==> src/shared/bcr_pkg.sv <==
package bcr_pkg;

    // Configuration byte offsets of the header registers
    localparam logic [7:0]  CAP_HEAD_OFF     = 8'h34;
    localparam logic [7:0]  IRQ_LINE_OFF     = 8'h3c;
    localparam logic [7:0]  IRQ_PIN_OFF      = 8'h3d;
    localparam logic [7:0]  BCTRL_OFF        = 8'h3e;

    // Values after reset and fixed read values
    localparam logic [7:0]  CAP_HEAD_VALUE   = 8'h88;
    localparam logic [7:0]  IRQ_LINE_RESET   = 8'h00;
    localparam logic [7:0]  IRQ_PIN_VALUE    = 8'h01;
    localparam logic [15:0] BCTRL_RESET      = 16'h0000;

    // Bridge control field positions
    localparam int          BCTRL_VGA_EN_BIT = 3;
    localparam int          BCTRL_VGA16_BIT  = 4;
    localparam int          BCTRL_MASTER_ABORT_BEHAVIOR_BIT = 5;
    localparam int          BCTRL_HOTRST_BIT = 6;
    localparam int          BCTRL_FB2B_BIT   = 7;

    // Only the hot reset, VGA 16-bit decode and VGA enable bits store
    localparam logic [15:0] BCTRL_WR_MASK    = 16'h0058;

    // Data returned for a read that ends in master abort
    localparam logic [31:0] MABORT_RD_DATA   = 32'hffff_ffff;
    localparam logic [31:0] CFG_ZERO_DATA    = 32'h0000_0000;

    // Legacy VGA ranges
    localparam logic [9:0]  VGA_IO_A_LO      = 10'h3b0;
    localparam logic [9:0]  VGA_IO_A_HI      = 10'h3bb;
    localparam logic [9:0]  VGA_IO_B_LO      = 10'h3c0;
    localparam logic [9:0]  VGA_IO_B_HI      = 10'h3df;
    localparam logic [31:0] VGA_MEM_LO       = 32'h000a_0000;
    localparam logic [31:0] VGA_MEM_HI       = 32'h000b_ffff;

endpackage : bcr_pkg

==> src/shared/bcr_dec_if.sv <==
interface bcr_dec_if;

    // Access to classify and the routing controls that steer it
    logic [31:0] addr;
    logic        is_io;
    logic        vga_en;
    logic        vga16;
    logic        vga_hit;

    modport requester (
        output addr,
        output is_io,
        output vga_en,
        output vga16,
        input  vga_hit
    );

    modport decoder (
        input  addr,
        input  is_io,
        input  vga_en,
        input  vga16,
        output vga_hit
    );

endinterface : bcr_dec_if

==> src/logic/bcr_vga_decode.sv <==
module bcr_vga_decode
    import bcr_pkg::*;
(
    // Decode channel
    bcr_dec_if.decoder dec
);

    logic [9:0] io_low;
    logic       io_in_range;
    logic       io_alias_ok;
    logic       io_upper_ok;
    logic       mem_in_range;

    // Legacy range comparison
    always_comb begin
        io_low       = dec.addr[9:0];
        io_in_range  = ((io_low >= VGA_IO_A_LO) && (io_low <= VGA_IO_A_HI)) ||
                       ((io_low >= VGA_IO_B_LO) && (io_low <= VGA_IO_B_HI));
        io_alias_ok  = !dec.vga16 || (dec.addr[15:10] == 6'h00);
        io_upper_ok  = (dec.addr[31:16] == 16'h0000);
        mem_in_range = (dec.addr >= VGA_MEM_LO) && (dec.addr <= VGA_MEM_HI);
    end

    // 16-bit selection only matters once VGA routing is on
    always_comb begin
        if (!dec.vga_en) begin
            dec.vga_hit = 1'b0;
        end else if (dec.is_io) begin
            dec.vga_hit = io_in_range && io_alias_ok && io_upper_ok;
        end else begin
            dec.vga_hit = mem_in_range;
        end
    end

endmodule : bcr_vga_decode

==> src/logic/bcr_header_regs.sv <==
// Function
// The capability list head reads as the fixed value 88h.
// The interrupt line register is an 8-bit read/write store, reset to 00h, with no effect.
// The interrupt pin register reads as the fixed value 01h, meaning INTA.
// Bridge control bits 11 to 8 (discard timer controls) read as zero.
// Bridge control bit 7 (fast back-to-back enable) reads as zero.
// Bridge control bit 6 set to one drives a hot reset on the port; zero drives none.
// Bridge control bit 5 reads as zero and master-aborted reads return all ones.
// Master-aborted writes complete normally and their data is discarded.
// Bridge control bit 4 selects 10-bit (aliased) or 16-bit VGA I/O decode.
// The 16-bit decode selection only acts while the VGA enable bit 3 is set.
// The VGA enable bit, reset to zero, routes VGA I/O and memory accesses to the port.
// Bridge control bits 15 to 12 read as zero and ignore writes.
module bcr_header_regs
    import bcr_pkg::*;
(
    // Clock, reset and enable
    input  wire logic        clk,
    input  wire logic        sys_rst,
    input  wire logic        ce,

    // Configuration access
    input  wire logic        cfg_wr_en,
    input  wire logic        cfg_rd_en,
    input  wire logic [7:0]  cfg_addr,
    input  wire logic [3:0]  cfg_be,
    input  wire logic [31:0] cfg_wdata,
    output logic      [31:0] cfg_rdata,
    output logic             cfg_rd_valid,

    // Processor access routing
    input  wire logic        acc_valid,
    input  wire logic [31:0] acc_addr,
    input  wire logic        acc_is_io,
    output logic             route_valid,
    output logic             route_to_pcie,

    // Master abort completion
    input  wire logic        mabort_valid,
    input  wire logic        mabort_is_read,
    output logic             cpl_valid,
    output logic             cpl_is_read,
    output logic      [31:0] cpl_data,

    // Port controls
    output logic             secondary_hot_reset,
    output logic             vga_route_enable
);

    // Dword hit test, shared by read and write paths
    function automatic logic dword_hit(input logic [7:0] addr, input logic [7:0] off);
        dword_hit = (addr[7:2] == off[7:2]);
    endfunction : dword_hit

    // Register state
    logic [7:0]  irq_routing_value_reg;
    logic [7:0]  irq_routing_value_next;
    logic [15:0] bridge_control_reg;
    logic [15:0] bridge_control_next;
    logic [31:0] cfg_rdata_reg;
    logic [31:0] cfg_rdata_next;
    logic        cfg_rd_valid_reg;
    logic        cfg_rd_valid_next;

    // Routing and completion state
    logic        route_valid_reg;
    logic        route_valid_next;
    logic        route_to_pcie_reg;
    logic        route_to_pcie_next;
    logic        cpl_valid_reg;
    logic        cpl_valid_next;
    logic        cpl_is_read_reg;
    logic        cpl_is_read_next;
    logic [31:0] cpl_data_reg;
    logic [31:0] cpl_data_next;

    // Assembled read words
    logic [31:0] cap_word;
    logic [31:0] irq_word;
    logic [15:0] bctrl_wr_value;

    bcr_dec_if dec_ch ();

    // VGA range decoder
    bcr_vga_decode u_vga_decode (
        .dec (dec_ch.decoder)
    );

    // Decoder inputs from live control bits
    assign dec_ch.addr   = acc_addr;
    assign dec_ch.is_io  = acc_is_io;
    assign dec_ch.vga_en = bridge_control_reg[BCTRL_VGA_EN_BIT];
    assign dec_ch.vga16  = bridge_control_reg[BCTRL_VGA16_BIT];

    // Read words per dword
    always_comb begin
        cap_word = {24'h00_0000, CAP_HEAD_VALUE};
        irq_word = {bridge_control_reg, IRQ_PIN_VALUE, irq_routing_value_reg};
    end

    // Configuration register next values
    always_comb begin
        irq_routing_value_next = irq_routing_value_reg;
        bridge_control_next    = bridge_control_reg;
        bctrl_wr_value         = {cfg_be[3] ? cfg_wdata[31:24] : bridge_control_reg[15:8],
                                  cfg_be[2] ? cfg_wdata[23:16] : bridge_control_reg[7:0]};
        if (cfg_wr_en && dword_hit(cfg_addr, IRQ_LINE_OFF)) begin
            if (cfg_be[0]) begin
                irq_routing_value_next = cfg_wdata[7:0];
            end
            // Only three bits store; the rest stay zero
            bridge_control_next = bctrl_wr_value & BCTRL_WR_MASK;
        end
    end

    // Configuration read next values
    always_comb begin
        cfg_rd_valid_next = cfg_rd_en;
        cfg_rdata_next    = cfg_rdata_reg;
        if (cfg_rd_en) begin
            if (dword_hit(cfg_addr, CAP_HEAD_OFF)) begin
                cfg_rdata_next = cap_word;
            end else if (dword_hit(cfg_addr, IRQ_LINE_OFF)) begin
                cfg_rdata_next = irq_word;
            end else begin
                cfg_rdata_next = CFG_ZERO_DATA;
            end
        end
    end

    // Configuration registers
    always_ff @(posedge clk or posedge sys_rst) begin
        if (sys_rst) begin
            irq_routing_value_reg <= IRQ_LINE_RESET;
            bridge_control_reg    <= BCTRL_RESET;
            cfg_rdata_reg         <= CFG_ZERO_DATA;
            cfg_rd_valid_reg      <= 1'b0;
        end else if (ce) begin
            irq_routing_value_reg <= irq_routing_value_next;
            bridge_control_reg    <= bridge_control_next;
            cfg_rdata_reg         <= cfg_rdata_next;
            cfg_rd_valid_reg      <= cfg_rd_valid_next;
        end
    end

    // Routing decision next values
    always_comb begin
        route_valid_next   = acc_valid;
        route_to_pcie_next = route_to_pcie_reg;
        if (acc_valid) begin
            route_to_pcie_next = dec_ch.vga_hit;
        end
    end

    // Routing decision registers
    always_ff @(posedge clk or posedge sys_rst) begin
        if (sys_rst) begin
            route_valid_reg   <= 1'b0;
            route_to_pcie_reg <= 1'b0;
        end else if (ce) begin
            route_valid_reg   <= route_valid_next;
            route_to_pcie_reg <= route_to_pcie_next;
        end
    end

    // Master abort completion next values
    always_comb begin
        cpl_valid_next   = mabort_valid;
        cpl_is_read_next = cpl_is_read_reg;
        cpl_data_next    = cpl_data_reg;
        if (mabort_valid) begin
            cpl_is_read_next = mabort_is_read;
            if (mabort_is_read) begin
                cpl_data_next = MABORT_RD_DATA;
            end else begin
                cpl_data_next = CFG_ZERO_DATA;
            end
        end
    end

    // Master abort completion registers
    always_ff @(posedge clk or posedge sys_rst) begin
        if (sys_rst) begin
            cpl_valid_reg   <= 1'b0;
            cpl_is_read_reg <= 1'b0;
            cpl_data_reg    <= CFG_ZERO_DATA;
        end else if (ce) begin
            cpl_valid_reg   <= cpl_valid_next;
            cpl_is_read_reg <= cpl_is_read_next;
            cpl_data_reg    <= cpl_data_next;
        end
    end

    // Outputs straight from flops
    assign cfg_rdata           = cfg_rdata_reg;
    assign cfg_rd_valid        = cfg_rd_valid_reg;
    assign route_valid         = route_valid_reg;
    assign route_to_pcie       = route_to_pcie_reg;
    assign cpl_valid           = cpl_valid_reg;
    assign cpl_is_read         = cpl_is_read_reg;
    assign cpl_data            = cpl_data_reg;
    assign secondary_hot_reset = bridge_control_reg[BCTRL_HOTRST_BIT];
    assign vga_route_enable    = bridge_control_reg[BCTRL_VGA_EN_BIT];

endmodule : bcr_header_regs

==> config.mk <==
export PLATFORM = sky130hd
export DESIGN_NAME = bcr_header_regs
export DESIGN_NICKNAME = d
export VERILOG_FILES = /design/src/shared/bcr_pkg.sv /design/src/shared/bcr_dec_if.sv /design/src/logic/bcr_vga_decode.sv /design/src/logic/bcr_header_regs.sv
export SDC_FILE = /design/constraint.sdc
export NUM_CORES = 1
export LEC_CHECK = 0
export ABC_AREA = 1
export BUFFER_PORTS_ARGS = -buffer_cell sky130_fd_sc_hd__buf_2
export CAP_MARGIN = 5
export CORE_ASPECT_RATIO = 0.75
export CORE_UTILIZATION = 30
export CTS_CLUSTER_DIAMETER = 60
export DETAILED_ROUTE_END_ITERATION = 10
export PLACE_DENSITY = 0.67
export REMOVE_ABC_BUFFERS = 1
export SYNTH_ARGS = -nofsm -noshare
export SYNTH_HDL_FRONTEND = slang
export SYNTH_SLANG_ARGS = --single-unit
==> constraint.sdc <==
create_clock -name clk -period 1.3 [get_ports clk]
set_input_delay 0.13 -clock clk [delete_from_list [all_inputs] [get_ports clk]]
set_output_delay 0.13 -clock clk [all_outputs]
set_load 0.1 [all_outputs]
== Word-level counts from Yosys, hierarchy flattened ==
Cells that the tools add are included.
Cells by class
  mux-type cells: 5
  reduce and logical (&&, ||, !) cells: 16
  $lt $le $gt $ge: 6
  equality and inequality tests: 2
Operators by type and width (count)
  $mux 23: 2
  $ge 32x20->1 const B: 1
  $le 32x20->1 const B: 1
  $mux 32: 1
  $ge 10x10->1 const B: 2
  $le 10x10->1 const B: 2
  $logic_not 16->1: 1
  $eq 6x4->1 const B: 2
  $logic_and 1x1->1: 6
  $logic_not 6->1: 1
  $reduce_and 2->1: 3
  $reduce_and 3->1: 2
  $logic_or 1x1->1: 2
  $mux 1: 2
  $logic_not 1->1: 1
Storage, ports and cells
  output and inout bits: 71
  input bits: 85
  logic and storage cells: 38
  register bits after elaboration: 80

== Longest topological paths before layout ==
  word-level depth: 7
  gate-level depth with buffers: 9
  depth with buffers taken out: 9

== Hierarchy ==
Synthesis repeated with hierarchy kept, for this count alone.
Unflattened totals
  cells, all modules: 220
  area total of the unflattened synthesis: 1730.4 um^2
By module, submodules not included
  bcr_header_regs: cells each 188, instances 1, sequential area each 700.7 um^2, area an instance 1586.5 um^2
  bcr_vga_decode: cells each 32, instances 1, sequential area each 0.0 um^2, area an instance 143.9 um^2

== Worst setup path before layout ==
Ideal clock, no wire load.
  kind: register to output
  start: register cpl_data[30] (netlist name)
  end: output port cpl_data[0]
  path buffers: 1
  arrival: 1.850 ns
  stages on the path, launching flop included: 2
  slack: -0.680 ns
  data required time: 1.170 ns
  path through: dfrtp_1 buf_4
RTL lines
  end, declared: line bcr_header_regs.sv:43  | output logic [31:0] cpl_data,

== Worst setup path after layout ==
  start: register cpl_data_reg[30] (netlist: cpl_data[30])
  end: output port cpl_data[30]
RTL lines
  start, declared: line bcr_header_regs.sv:74  | logic [31:0] cpl_data_reg;
  start signal, assigned: line bcr_header_regs.sv:190  | cpl_data_reg <= cpl_data_next;
No word-level cell between the ends.

==> metrics.log <==
[metrics] pre-CTS setup slack: -0.0682 ns
[metrics] power density of the placed cells: 1520 nW/µm²
[metrics] first-pass GRT wire length: 7.28 mm
[metrics] flops & latches, synth: 28
[metrics] Worst Slack Setup Final: -0.0277 ns
[metrics] area delta synth->final: 60.3%
[metrics] relative contribution of combinational cells to total power: 62.3%
[metrics] CTS Buffer Depth: 2
[metrics] cell depth of the worst min-delay path: 3
[metrics] number of flip-flops under the largest register name: 12
[metrics] Synth area leaders: sky130_fd_sc_hd__dfrtp_1 (40%), sky130_fd_sc_hd__buf_4 (22%), sky130_fd_sc_hd__nand2_1 (10%)
[metrics] Reg clk slew, reported paths: 0.10 ns
[metrics] DRT antenna net count: 0
[metrics] max cap viols: 0
[metrics] CP required: 1.17 ns
[metrics] total number of yosys warnings: 0
[metrics] GP Congestion: 0.776
[metrics] I/O pins: 156
[metrics] sequential power share: 21.7%
[metrics] outcome: finished with violations
[metrics] period utilization: 102%
[metrics] power share of the clock group: 16.0%
[metrics] Reg2Reg Depth: 6
[metrics] most frequent cells after synthesis: sky130_fd_sc_hd__buf_4 (52), sky130_fd_sc_hd__nand2_1 (49), sky130_fd_sc_hd__inv_1 (29)
[metrics] start point of the worst min-delay path: cfg_wdata[5]
[metrics] failing checks: setup timing
[metrics] Setup CP Type: reg -> out
[metrics] cell with the most instances after synthesis: sky130_fd_sc_hd__buf_4
[metrics] Sinks on Clock Net: 28
[metrics] placed wire-length estimate: 3.67 mm
[metrics] post-synth top area share: 40.0%
[metrics] data arrival time of the critical path: 1.20 ns
[metrics] area of all placed cells without fillers: 2810 µm²
[metrics] first-pass iteration count of the detailed router: 4
[metrics] static leakage: 1.58 nW
[metrics] Mapped Cells: 218
[metrics] number of diodes: 0
[metrics] Crit Reg-Reg Startpoint: bridge_control_reg[3]
[metrics] minimum hold slack: 0.0787 ns
[metrics] initial antenna violation count: 0
[metrics] Remaining Overflow, GRT: 0
[metrics] count of cell types in the netlist: 22
[metrics] area of the die: 6160 µm²
[metrics] vias in the first global route: 1502
[metrics] latest clock arrival within the worst-skew pair: 0.28 ns
[metrics] DRT Wirelength: 4.54 mm
[metrics] Reg-to-Reg End: route_to_pcie
[metrics] flip-flop cell with the highest count after synthesis: sky130_fd_sc_hd__dfrtp_1
[metrics] achievable clock frequency: 0.753 GHz
[metrics] tightest slew margin relative to the limit: 66.2%
[metrics] cell area after placement: 2660 µm²
[metrics] switching power share of the total: 49.7%
[metrics] hold crit path type: in -> reg
[metrics] minimum setup slack among reg-to-reg paths: 0.26 ns
[metrics] final number of max-transition violations: 0
[metrics] sequential share of the synthesized area: 40.0%
[metrics] Design Power: 4.27 mW
[metrics] CTS tree: yes
[metrics] effective utilization at floorplan: 31.9%
[metrics] Syn Std Cell Area: 1750 µm²
[metrics] Startpoint Class: flop
[metrics] fraction of layout instances using a drive strength above 1: 45.2%
[metrics] number of clock buffers inserted by TritonCTS: 3
[metrics] GRT Resource Usage Total: 15.1%
[metrics] EDFF count, synth: 0
[metrics] initial drt markers: 34
[metrics] min Tclk post-route: 1.33 ns
[metrics] vias per cell: 4.02
[metrics] share of synthesized flip-flops with an asynchronous set or reset: 100%
[metrics] switching power: 2.12 mW
[metrics] final cell count without fillers: 380
[metrics] Post-Route Utilization: 51.1%
[metrics] die height: 68.2 µm
[metrics] unrepaired setup endpoints after global routing: yes
[metrics] CTS Root Buffer Type: sky130_fd_sc_hd__clkbuf_8
[metrics] Post-route DRC: 0
[metrics] setup tns final: -0.548 ns
[metrics] pin slew with the least headroom to its limit: 0.510 ns
[metrics] final worst clock skew: 0.0120 ns
[metrics] via count: 1527
[metrics] Row Count: 23
[metrics] crit-path max FO: 10
[metrics] nets@finish: 391
[metrics] maximum resistive drop on vdd: 865 µV
[metrics] Setup violations, final: 33
[metrics] wire length per cell after detailed routing: 11.9 µm
[metrics] Worst Hold Endpoint: irq_routing_value_reg[5]
[metrics] number of endpoints with negative hold slack in the final report: 0
[metrics] DIE WIDTH: 90.3 µm
[metrics] Cell Int Power: 2.15 mW
[metrics] library cell with the largest summed area after synthesis: sky130_fd_sc_hd__dfrtp_1
[metrics] largest net degree at the start of global routing: 29
[metrics] CTS H-tree depth: 1
[metrics] core area: 5500 µm²
[metrics] Placed Cells: 372
[metrics] kind of end point of the critical path: primary output
[metrics] number of input and output port buffers inserted: 108
[metrics] syn avg cell area: 8.04 µm²
==> worst max-delay path, cell delays in order, from the launching register on <==
cell and delay (ns):
sky130_fd_sc_hd__dfrtp_2 0.45, sky130_fd_sc_hd__buf_12 0.14, sky130_fd_sc_hd__buf_12 0.15, sky130_fd_sc_hd__buf_12 0.17
==> worst max path at each step <==
stage,start,end,cells past startpoint
after floorplan,cpl_data[30],cpl_data[30],1
after global placement,cfg_addr[6],irq_routing_value_reg[6],7
after detailed placement,cfg_addr[7],irq_routing_value_reg[3],7
after CTS,cpl_data[30],cpl_data[30],3
after global routing,cpl_data[30],cpl_data[30],3
final,cpl_data[30],cpl_data[30],3
==> cell usage in the layout (no fill, tap or decap), types with 2 or more instances in the layout <==
master                      n
sky130_fd_sc_hd__a21oi_1    3
sky130_fd_sc_hd__buf_12    39
sky130_fd_sc_hd__buf_2     74
sky130_fd_sc_hd__buf_4      4
sky130_fd_sc_hd__clkbuf_8   3
sky130_fd_sc_hd__conb_1    20
sky130_fd_sc_hd__dfrtp_1   27
sky130_fd_sc_hd__inv_1     29
sky130_fd_sc_hd__nand2_1   49
sky130_fd_sc_hd__nand2_2    2
sky130_fd_sc_hd__nand3_1   15
sky130_fd_sc_hd__nand4_1    3
sky130_fd_sc_hd__nor2_1    11
sky130_fd_sc_hd__o21ai_0    4
sky130_fd_sc_hd__o21ai_1    3
sky130_fd_sc_hd__o21ai_2    8
==> repair_timing <==
action	4_1_cts	5_1_grt
buffers inserted	2	0
gates resized for setup	2	0
hold buffers	1	0
pin swaps	0	0
endpoints found under the setup margin	33	33
cloned	1	0
hold endpoints to repair	28	0
==> cells by family after synthesis <==
kind of cell,after synthesis,share of synthesized area [%]
muxes,1,0.642
and+or+nand+nor,85,22.4
other,1,0.214
DFF,28,40.0
AOI/OAI and AO/OA,18,6.85
buffers and inverters,85,29.9
==> layer usage <==
| layer | GRT usage (%) | wire, µm |
|---|---|---|
| met1 | 18.3 | 1970 |
| met2 | 28.1 | 2320 |
| met3 | 3.78 | 201 |
| met4 | 2.22 | 46 |
| met5 | 0 | 0 |
==> power groups by stage <==
stage | logic [mW] | clock network, mW | registers, mW
after CTS | 2.68 | 0.706 | 0.927
final | 2.66 | 0.684 | 0.926
after floorplan | 0.342 | 0 | 1.27
after global placement | 2.58 | 0 | 0.951
after detailed placement | 2.59 | 0 | 0.953
after global routing | 2.73 | 0.738 | 0.930
==> final cells by class <==
class / count / area (µm²)
Tap cell: 75 / 93.8
Timing Repair Buffer: 120 / 1230
Clock inverter: 1 / 30.0
Inverter: 29 / 109
Sequential cell: 28 / 702
Fill cell: 524 / 2690
Clock buffer: 3 / 41.3
Multi-Input combinational cell: 124 / 599
(Power assumes the default switching activity.)
